[config.mk]
export PLATFORM = sky130hd
export DESIGN_NAME = mbpwm_unit
export DESIGN_NICKNAME = d
export VERILOG_FILES = /design/src/hw/mbpwm_unit.v
export VERILOG_INCLUDE_DIRS = /design/src /design/src/hw
export SDC_FILE = /design/constraint.sdc
export NUM_CORES = 1
export LEC_CHECK = 0
export ABC_CLOCK_PERIOD_IN_PS = 8500
export BUFFER_PORTS_ARGS = -buffer_cell sky130_fd_sc_hd__buf_2
export CAP_MARGIN = 10
export CORE_AREA = 2 2 224 226
export DETAILED_ROUTE_END_ITERATION = 6
export DIE_AREA = 0 0 226 228
export PLACE_DENSITY_LB_ADDON = 0.12
export SLEW_MARGIN = 0
export SYNTH_ARGS = -nofsm -noshare
export SYNTH_HDL_FRONTEND = slang
export SYNTH_SLANG_ARGS = --single-unit
[constraint.sdc]
create_clock -name clk_sys_i -period 8.5 [get_ports clk_sys_i]
set_input_delay 1.7 -clock clk_sys_i [delete_from_list [all_inputs] [get_ports clk_sys_i]]
set_output_delay 1.7 -clock clk_sys_i [all_outputs]
set_load 0.03 [all_outputs]
[src/hw/mbpwm_defs.vh]
// Purpose: Offsets, field positions and reset values of the match based PWM unit
// Assumes: 32-bit register port, byte addresses, one word per register
// Notes:   Definitions only
`ifndef MBPWM_DEFS_VH
`define MBPWM_DEFS_VH

// Register byte offsets
`define MBPWM_ADDR_W        8
`define MBPWM_OFS_STATUS    8'h00
`define MBPWM_OFS_CLEAR     8'h04
`define MBPWM_OFS_ENABLE    8'h08
`define MBPWM_OFS_CTRL      8'h0c
`define MBPWM_OFS_CNTMODE   8'h10
`define MBPWM_OFS_PRESCALE  8'h14
`define MBPWM_OFS_PRECOUNT  8'h18
`define MBPWM_OFS_COUNT     8'h1c
`define MBPWM_OFS_MATCHCTL  8'h20
`define MBPWM_OFS_RELEASE   8'h24
`define MBPWM_OFS_OUTCTL    8'h28
`define MBPWM_OFS_MATCH0    8'h40
`define MBPWM_OFS_MATCH6    8'h58

// Control register bits
`define MBPWM_CTRL_RUN      0
`define MBPWM_CTRL_HOLD     1
`define MBPWM_CTRL_PWM      2
`define MBPWM_CTRL_SLAVE    3
`define MBPWM_CTRL_W        4

// Count mode: bits 1:0 edge select, bit 2 capture input select
`define MBPWM_MODE_TIMER    2'h0
`define MBPWM_MODE_RISE     2'h1
`define MBPWM_MODE_FALL     2'h2
`define MBPWM_MODE_BOTH     2'h3
`define MBPWM_CNTMODE_SEL   2
`define MBPWM_CNTMODE_W     3

// Match control: three bits per match register
`define MBPWM_MCTL_INT      0
`define MBPWM_MCTL_RST      1
`define MBPWM_MCTL_STOP     2
`define MBPWM_MCTL_W        21

// Output control: bits 6:2 double-edge select, bits 14:9 output enable
`define MBPWM_OUT_DBL_LSB   0
`define MBPWM_OUT_OE_LSB    9

// Reset values
`define MBPWM_RST_CTRL      4'h0
`define MBPWM_RST_CNTMODE   3'h0
`define MBPWM_RST_WORD      32'h00000000
`define MBPWM_RST_MCTL      21'h000000
`define MBPWM_RST_BITS7     7'h00
`define MBPWM_RST_OUT6      6'h00
`define MBPWM_RST_DBL       5'h00

`endif

[src/hw/mbpwm_unit.v]
// Purpose: Match based PWM unit: prescaled counter, seven match registers,
//          single- and double-edge outputs, match actions and interrupt
// Assumes: Capture inputs and pins are asynchronous; master run input comes
//          from a twin unit on the same clock
// Notes:   Match values are double buffered in PWM mode; in timer mode the
//          active compares follow the shadows one clock after a write.
//          A stop match clears the run bit but the count still takes the
//          tick on which the match lands.
//          Run output mirrors the run bit so a twin unit can follow it.
//
// What this block does
// - A 32-bit count advances once each time a 32-bit prescaler completes its division.
// - The count ticks on the system clock in timer mode or on chosen edges of a capture input.
// - Seven match registers serve up to six single-edge or three double-edge outputs, or a mix.
// - In PWM mode a match on the cycle match register restarts the count at zero and begins a new cycle.
// - A single-edge output takes one further match register that drops it within the cycle.
// - Each enabled single-edge output goes high at every cycle match unless its own match equals the cycle match; a disabled one stays low.
// - A double-edge output rises on one match and falls on another, in either order.
// - Both edges of a double-edge output may sit at any count within the cycle.
// - Period and width are whole counts, and all outputs share one repetition rate.
// - Every match may interrupt, stop the count or reset the count, each with optional interrupt.
// - In PWM mode, new match values take effect only after software releases them, in step with the cycle; timer mode writes through.
// - With modulation off the unit is a plain timer with matches and no modulated outputs.
// - Two units run in lockstep with unit zero as master and unit one following its run state.
//
// Decided for this implementation: strobed register access and the address map.
`timescale 1ns/1ps
`include "mbpwm_defs.vh"

module mbpwm_unit #(
  parameter CNT_W  = 32,
  parameter NMATCH = 7,
  parameter NCAP   = 2
) (
  input  wire                     clk_sys_i,
  input  wire                     rstn_i,
  input  wire [`MBPWM_ADDR_W-1:0] addr_i,
  input  wire [31:0]              wdata_i,
  input  wire                     wr_i,
  input  wire                     rd_i,
  output reg  [31:0]              rdata_o,
  input  wire [NCAP-1:0]          cap_i,
  input  wire                     master_run_i,
  output reg                      run_o,
  output reg  [NMATCH-1:1]        pwm_o,
  output reg                      irq_o
);

  // Software visible state
  reg [`MBPWM_CTRL_W-1:0]    ctrl;
  reg [`MBPWM_CNTMODE_W-1:0] cnt_mode;
  reg [CNT_W-1:0]            prescale;
  reg [CNT_W-1:0]            pre_cnt;
  reg [CNT_W-1:0]            count;
  reg [`MBPWM_MCTL_W-1:0]    match_ctl;
  reg [NMATCH-1:0]           release_bits;
  reg [NMATCH-1:0]           status;
  reg [NMATCH-1:0]           int_en;
  reg [NMATCH-1:2]           dbl_sel;
  reg [NMATCH-1:1]           out_en;
  reg [CNT_W-1:0]            match_sh [0:NMATCH-1];
  reg [CNT_W-1:0]            match_act[0:NMATCH-1];

  // Capture input synchroniser and edge history
  reg [NCAP-1:0] cap_s1;
  reg [NCAP-1:0] cap_s2;
  reg [NCAP-1:0] cap_s3;

  wire              pwm_on    = ctrl[`MBPWM_CTRL_PWM];
  wire              hold      = ctrl[`MBPWM_CTRL_HOLD];
  // Slave unit runs only while the master runs, so it starts one clock after the master
  wire              run       = ctrl[`MBPWM_CTRL_RUN] &
                                (~ctrl[`MBPWM_CTRL_SLAVE] | master_run_i);
  wire              wr_ctrl   = wr_i && (addr_i == `MBPWM_OFS_CTRL);
  wire              wr_clear  = wr_i && (addr_i == `MBPWM_OFS_CLEAR);
  wire              wr_rel    = wr_i && (addr_i == `MBPWM_OFS_RELEASE);
  // Edge detect compares the two later stages, never the first, which may
  // still be settling from a pin change
  wire              cap_sel   = cnt_mode[`MBPWM_CNTMODE_SEL];
  wire              cap_now   = cap_s2[cap_sel];
  wire              cap_old   = cap_s3[cap_sel];

  // Tick source: every clock in timer mode, chosen edges in counter mode
  reg src_tick;
  always @* begin
    case (cnt_mode[1:0])
      `MBPWM_MODE_TIMER: src_tick = 1'b1;
      `MBPWM_MODE_RISE:  src_tick = cap_now & ~cap_old;
      `MBPWM_MODE_FALL:  src_tick = ~cap_now & cap_old;
      default:           src_tick = cap_now ^ cap_old;
    endcase
  end

  // Count advances when the prescaler wraps
  // A prescale of zero ticks on every source event
  wire tick = run & ~hold & src_tick & (pre_cnt == prescale);

  // Match detection per register
  wire [NMATCH-1:0] hit;
  wire [NMATCH-1:0] hit_rst;
  wire [NMATCH-1:0] hit_stop;
  wire [NMATCH-1:0] hit_int;
  genvar gi;
  generate
    for (gi = 0; gi < NMATCH; gi = gi + 1) begin : g_match
      assign hit[gi]      = tick & (count == match_act[gi]);
      assign hit_int[gi]  = hit[gi] & match_ctl[3*gi+`MBPWM_MCTL_INT];
      assign hit_stop[gi] = hit[gi] & match_ctl[3*gi+`MBPWM_MCTL_STOP];
      // Cycle match always restarts the count in PWM mode
      assign hit_rst[gi]  = hit[gi] & (match_ctl[3*gi+`MBPWM_MCTL_RST] |
                                       ((gi == 0) & pwm_on));
    end
  endgenerate

  wire cycle_hit = hit[0] & pwm_on;

  // Capture synchroniser; edge logic reads only the second and third stage
  always @(posedge clk_sys_i or negedge rstn_i) begin
    if (!rstn_i) begin
      cap_s1 <= {NCAP{1'b0}};
      cap_s2 <= {NCAP{1'b0}};
      cap_s3 <= {NCAP{1'b0}};
    end else begin
      cap_s1 <= cap_i;
      cap_s2 <= cap_s1;
      cap_s3 <= cap_s2;
    end
  end

  // Prescaler and counter
  // Hold parks both counters at zero so a paired unit starts from the same state
  always @(posedge clk_sys_i or negedge rstn_i) begin
    if (!rstn_i) begin
      pre_cnt <= `MBPWM_RST_WORD;
      count   <= `MBPWM_RST_WORD;
    end else if (hold) begin
      pre_cnt <= `MBPWM_RST_WORD;
      count   <= `MBPWM_RST_WORD;
    end else if (run && src_tick) begin
      if (pre_cnt == prescale) begin
        pre_cnt <= `MBPWM_RST_WORD;
        if (|hit_rst)
          count <= `MBPWM_RST_WORD;
        else
          count <= count + 1'b1;
      end else begin
        pre_cnt <= pre_cnt + 1'b1;
      end
    end
  end

  // Control register; a stop match clears the run bit
  // A software write in the same cycle as a stop match wins
  always @(posedge clk_sys_i or negedge rstn_i) begin
    if (!rstn_i) begin
      ctrl <= `MBPWM_RST_CTRL;
    end else if (wr_ctrl) begin
      ctrl <= wdata_i[`MBPWM_CTRL_W-1:0];
    end else if (|hit_stop) begin
      ctrl[`MBPWM_CTRL_RUN] <= 1'b0;
    end
  end

  // Plain configuration registers
  // Only the decoded word of each write is taken; other addresses are ignored
  always @(posedge clk_sys_i or negedge rstn_i) begin
    if (!rstn_i) begin
      cnt_mode  <= `MBPWM_RST_CNTMODE;
      prescale  <= `MBPWM_RST_WORD;
      match_ctl <= `MBPWM_RST_MCTL;
      int_en    <= `MBPWM_RST_BITS7;
      dbl_sel   <= `MBPWM_RST_DBL;
      out_en    <= `MBPWM_RST_OUT6;
    end else if (wr_i) begin
      if (addr_i == `MBPWM_OFS_CNTMODE)
        cnt_mode <= wdata_i[`MBPWM_CNTMODE_W-1:0];
      else if (addr_i == `MBPWM_OFS_PRESCALE)
        prescale <= wdata_i[CNT_W-1:0];
      else if (addr_i == `MBPWM_OFS_MATCHCTL)
        match_ctl <= wdata_i[`MBPWM_MCTL_W-1:0];
      else if (addr_i == `MBPWM_OFS_ENABLE)
        int_en <= wdata_i[NMATCH-1:0];
      else if (addr_i == `MBPWM_OFS_OUTCTL) begin
        dbl_sel <= wdata_i[`MBPWM_OUT_DBL_LSB+NMATCH-1:`MBPWM_OUT_DBL_LSB+2];
        out_en  <= wdata_i[`MBPWM_OUT_OE_LSB+NMATCH-2:`MBPWM_OUT_OE_LSB];
      end
    end
  end

  // Release bits: software sets, cycle transfer clears; a set in the same
  // cycle wins so a fresh release is never dropped
  always @(posedge clk_sys_i or negedge rstn_i) begin
    if (!rstn_i)
      release_bits <= `MBPWM_RST_BITS7;
    else if (wr_rel)
      release_bits <= (cycle_hit ? {NMATCH{1'b0}} : release_bits) |
                      wdata_i[NMATCH-1:0];
    else if (cycle_hit)
      release_bits <= {NMATCH{1'b0}};
  end

  // Shadow and active match values
  generate
    for (gi = 0; gi < NMATCH; gi = gi + 1) begin : g_mreg
      // Offset worked out at full width, then cut to the address width
      localparam [31:0] OFS_FULL = `MBPWM_OFS_MATCH0 + 4 * gi;
      wire [`MBPWM_ADDR_W-1:0] ofs = OFS_FULL[`MBPWM_ADDR_W-1:0];
      always @(posedge clk_sys_i or negedge rstn_i) begin
        if (!rstn_i) begin
          match_sh[gi]  <= `MBPWM_RST_WORD;
          match_act[gi] <= `MBPWM_RST_WORD;
        end else begin
          if (wr_i && (addr_i == ofs))
            match_sh[gi] <= wdata_i[CNT_W-1:0];
          // Timer mode writes through; PWM mode waits for release and cycle
          if (!pwm_on)
            match_act[gi] <= match_sh[gi];
          else if (cycle_hit && release_bits[gi])
            match_act[gi] <= match_sh[gi];
        end
      end
    end
  endgenerate

  // Sticky match flags; hardware set wins over software clear
  always @(posedge clk_sys_i or negedge rstn_i) begin
    if (!rstn_i)
      status <= `MBPWM_RST_BITS7;
    else
      status <= (status & ~(wr_clear ? wdata_i[NMATCH-1:0] : {NMATCH{1'b0}}))
                | hit_int;
  end

  // Output edge logic; clear beats set when both land on one count
  // A single-edge output whose match equals the cycle match stays low,
  // which is how software asks for a constant low level
  generate
    for (gi = 1; gi < NMATCH; gi = gi + 1) begin : g_out
      wire dbl = (gi >= 2) ? dbl_sel[(gi >= 2) ? gi : 2] : 1'b0;
      wire set = dbl ? hit[gi-1] : hit[0];
      wire clr = hit[gi];
      always @(posedge clk_sys_i or negedge rstn_i) begin
        if (!rstn_i)
          pwm_o[gi] <= 1'b0;
        else if (!pwm_on || !out_en[gi])
          pwm_o[gi] <= 1'b0;
        else if (clr)
          pwm_o[gi] <= 1'b0;
        else if (set)
          pwm_o[gi] <= 1'b1;
      end
    end
  endgenerate

  // Interrupt and run outputs
  // Interrupt lags the flag by one clock; software sees the flag first
  always @(posedge clk_sys_i or negedge rstn_i) begin
    if (!rstn_i) begin
      irq_o <= 1'b0;
      run_o <= 1'b0;
    end else begin
      irq_o <= |(status & int_en);
      run_o <= ctrl[`MBPWM_CTRL_RUN];
    end
  end

  // Read mux; unmapped and write-only addresses read zero
  // Match offsets read the shadow, which is what software wrote last
  always @(posedge clk_sys_i or negedge rstn_i) begin
    if (!rstn_i)
      rdata_o <= `MBPWM_RST_WORD;
    else if (!rd_i)
      rdata_o <= `MBPWM_RST_WORD;
    else if (addr_i == `MBPWM_OFS_STATUS)
      rdata_o <= {25'h0000000, status};
    else if (addr_i == `MBPWM_OFS_ENABLE)
      rdata_o <= {25'h0000000, int_en};
    else if (addr_i == `MBPWM_OFS_CTRL)
      rdata_o <= {28'h0000000, ctrl};
    else if (addr_i == `MBPWM_OFS_CNTMODE)
      rdata_o <= {29'h00000000, cnt_mode};
    else if (addr_i == `MBPWM_OFS_PRESCALE)
      rdata_o <= prescale;
    else if (addr_i == `MBPWM_OFS_PRECOUNT)
      rdata_o <= pre_cnt;
    else if (addr_i == `MBPWM_OFS_COUNT)
      rdata_o <= count;
    else if (addr_i == `MBPWM_OFS_MATCHCTL)
      rdata_o <= {11'h000, match_ctl};
    else if (addr_i == `MBPWM_OFS_RELEASE)
      rdata_o <= {25'h0000000, release_bits};
    else if (addr_i == `MBPWM_OFS_OUTCTL)
      rdata_o <= {17'h00000, out_en, 2'h0, dbl_sel, 2'h0};
    else if (addr_i >= `MBPWM_OFS_MATCH0 && addr_i <= `MBPWM_OFS_MATCH6 &&
             addr_i[1:0] == 2'h0)
      rdata_o <= match_sh[addr_i[4:2] - 3'h0];
    else
      rdata_o <= `MBPWM_RST_WORD;
  end

endmodule

==> impl_results.md <==
* Comb power frac at 0.108
* Critical path class: register to register
* Final setup TNS at 0 ps
* Switching power at 1940 µW
* P_int at 5500 µW
* Post-synthesis sequential area ratio at 0.513
* Num rows at 82
* Setup Viol. Count Final at 0
* GR Overflow Total at 0
* Net Sw Frac at 0.261
* Share of the synthesized area in the top cell type at 0.513
* Crit path capture type: register
* Slack of the worst reg-to-reg path at 3760 ps
* Worst Skew at around 23 ps
* Clock network fraction of design power at 0.441
* Port Buffers at 86
* Fin crit share at 0.557
* Synth area leaders: dfrtp_1 51%, mux2_2 13%, xor2_1 7.9%
* Hold Path End: cap_s2[1]
* CORE AREA at ~50,000 µm²
* CTS buffer count at 72
* Crit path time final at 4740 ps
* CP required at 9000 ps
* Status: finished, final reports clean
* Ys flop type: dfrtp_1
* Share of cells above drive strength 1 at 0.334
* WP data arrival at roughly 5200 ps
* Adder-cell share of the synthesized area at 0.00158
* Gr usage total at 0.412
* Io pins at just under 90
* Post-synth EDFFs at 0
* Most frequent cells in the layout: 650 x dfrtp_1, 377 x mux2_2, 286 x xor2_1
* CP Max Fanout at 19
* Main combinational cell family by area after synthesis: multiplexers
* Clock-pin slew on the worst setup and hold paths at around 60 ps
* FF-to-FF path depth at 7
* Hold Vio Cnt, Final at 0
* Largest net degree at the start of global routing at 178
* Worst slew pin tran at 1280 ps
* Simple-Gate Fraction of Synth Area at 0.0667
* Flops & latches, synth at 650
* Final WL at 104 mm
* Yosys cell types at 66
* Clock sinks at 650
* Relative slew slack at 0.148
* Max cap viols at 0
* Post-synthesis xor/xnor area fraction at 0.0829
* Highest Clock Rate at 0.211 GHz
* Final std cells w/o fill at between 3,000 and 4,000
* Ys async rst share at 1.00
* Syn Area/Cell at around 13 µm²
* Via Count at between 20,000 and 25,000
* RR Endpoint: match_act[169]
* Filler instances at about 3,400
* Pleak at roughly 0.018 µW
* RSZ-0062 raised after global routing: false
* Worst Hold Launch: cap_s1[1]
* Clk_lat worst skew at between 600 and 700 ps
* Post-synth net total at approximately 2,500
* Post-CTS Setup Repair Bufs at 0
* Sequential power share at 0.451
* Starting Density at 0.642
* CTS root buf: clkbuf_16
* Vias in the first global route at around 22,000
* H-tree Lvls at 3
* DP HPWL at 71.9 mm
* Initial DRT Pass Iterations at 6
* PwrDens at 212 nW/µm²
* Initial DRC count at roughly 2,600
* Largest vdd supply drop at 0.000192 V
* Commonest non-fill, non-tap cell in the layout: dfrtp_1
* CTS Hold Bufs at 0
* Finished Core Util at 0.712
* Mapped cell area at 31,700 µm²
* Hold depth at 0
* Nets at approximately 2,500
* Layout area overhead at 10.9%
* Yosys warnings at 0
* Residual DRC at 0
* Die width at roughly 230 µm
* Dpl cells at ~3,100
* Post-synthesis compound-gate area fraction at 0.0665
* Antenna violations before repair at 4
* HP Class: register to register
* R2R Path Start: count[16]
* Mux cell area share after synthesis at 0.240
* Routed len/inst at around 32 µm
* Post-Synthesis Cells at 2,423
* CTS tree: built
* ANT nets after route at 0
* Startpoint Class: register
* Cts repair resizes at 0
* Leading area contributor after synthesis: dfrtp_1
* GP Congestion at roughly 0.95
* Die height at around 230 µm
* Clock Path Buffers at 3
* First-pass GRT wire length at roughly 150 mm
* Total die area at roughly 52,000 µm²
* Slew Limit Fails at 0
* Vias/cell at 6.80
state kept, by name, summed over array words and instances (netlist names):
name / cells
match_act: 224
release_bits: 7
cap_s3: 2
cap_s1: 2
match_ctl: 21
out_en: 6
run_o: 1
prescale: 32
cnt_mode: 3
pwm_o: 6
dbl_sel: 5
pre_cnt: 32
ctrl: 4
rdata_o: 32
cap_s2: 2
irq_o: 1
int_en: 7
match_sh: 224
status: 7
count: 32
power groups by stage:
stage | combinational [µW] | sequential [µW] | clock, µW
2_1_floorplan | 435 | 3360 | 0
3_3_place_gp | 764 | 3400 | 0
3_5_place_dp | 777 | 3400 | 0
4_1_cts | 782 | 3350 | 3290
5_1_grt | 829 | 3370 | 3430
6_report | 801 | 3360 | 3290
per-layer routing:
layer  vias to the layer above  part of all wire  global-route usage
met5                         -           0.00026                   0
met4                         4             0.065               0.226
met3                       290             0.099               0.101
met2                      1249              0.44               0.591
met1                     11300              0.40               0.579
li1                       8879                 -                   -
final cells by class:
type	count	area [µm²]	share of cell area
Clock buffer	116	2310	0.0658
Inverter	23	86.3	0.00246
Clock inverter	15	191	0.00545
Multi-Input combinational cell	1583	14600	0.416
Tap cell	672	841	0.0239
Antenna cell	2	5.00	0.000142
Sequential cell	650	16300	0.463
Timing Repair Buffer	134	828	0.0236
synthesized netlist by cell type (4+ instances only):
cell       number
o21ai_0        39
a21oi_1        50
a21boi_4        4
buf_1          19
and4_1         10
nand3_1        40
xnor2_1        14
clkbuf_1       64
a31oi_1        32
mux4_2         32
buf_2          67
nand2b_1        4
nand2_1        71
nand3b_1        7
ha_1            4
a32o_1          4
nor4_1         71
a2bb2oi_1      11
a22o_1         14
or3_1           5
xor2_1        286
a22oi_1        25
o211ai_1       44
mux2_4        150
buf_6          16
and2_1          7
a211o_1         8
mux2_2        377
inv_1          23
dfrtp_1       650
mux2i_1        38
o22ai_1         8
nand4_1        28
a221oi_1       15
and3_1         23
a222oi_1        8
o2111a_1        6
nor3_1         29
nor2_1         73
worst max-delay path, cell delays in order (launching register included):
cell	delay, ps
dfrtp_1	870
xor2_1	370
nor4_1	830
nand4_1	420
nor3_4	930
a21boi_4	400
buf_4	380
mux2_4	360
logic make-up (layout without fill, tap and decap cells):
logic type,count (synthesis),after routing
multiplexers,597,597
flip-flops,650,650
adder cells (fa/ha/maj),4,4
AND/OR/NAND/NOR,392,392
XOR/XNOR,300,300
buffers and inverters,190,288
other,0,2
AO/OA/AOI/OAI,290,290
how the worst max path moves through the flow:
stage | to | cells after the start | slack [ps] | start
2_1_floorplan | rdata_o[21] | 9 | 4840 | addr_i[4]
4_1_cts | match_act[169] | 8 | 3930 | count[1]
5_1_grt | rdata_o[4] | 9 | 3750 | addr_i[3]
3_5_place_dp | rdata_o[4] | 9 | 3400 | addr_i[3]
3_3_place_gp | rdata_o[4] | 9 | 3280 | addr_i[3]
6_report | match_act[169] | 7 | 3760 | count[16]
per-stage QoR:
step / total power [µW] / hold WS [ps] / setup WS, ps / instance area (µm²)
after global routing: 7620 / 367 / 3750 / 35100
after floorplan: 3800 / 331 / 4840 / 31700
final: 7440 / 352 / 3760 / 35100
after detailed placement: 4180 / 342 / 3400 / 32600
after CTS: 7430 / 354 / 3930 / 35100
after global placement: 4160 / 333 / 3280 / 32600
(Power assumes the default switching activity.)
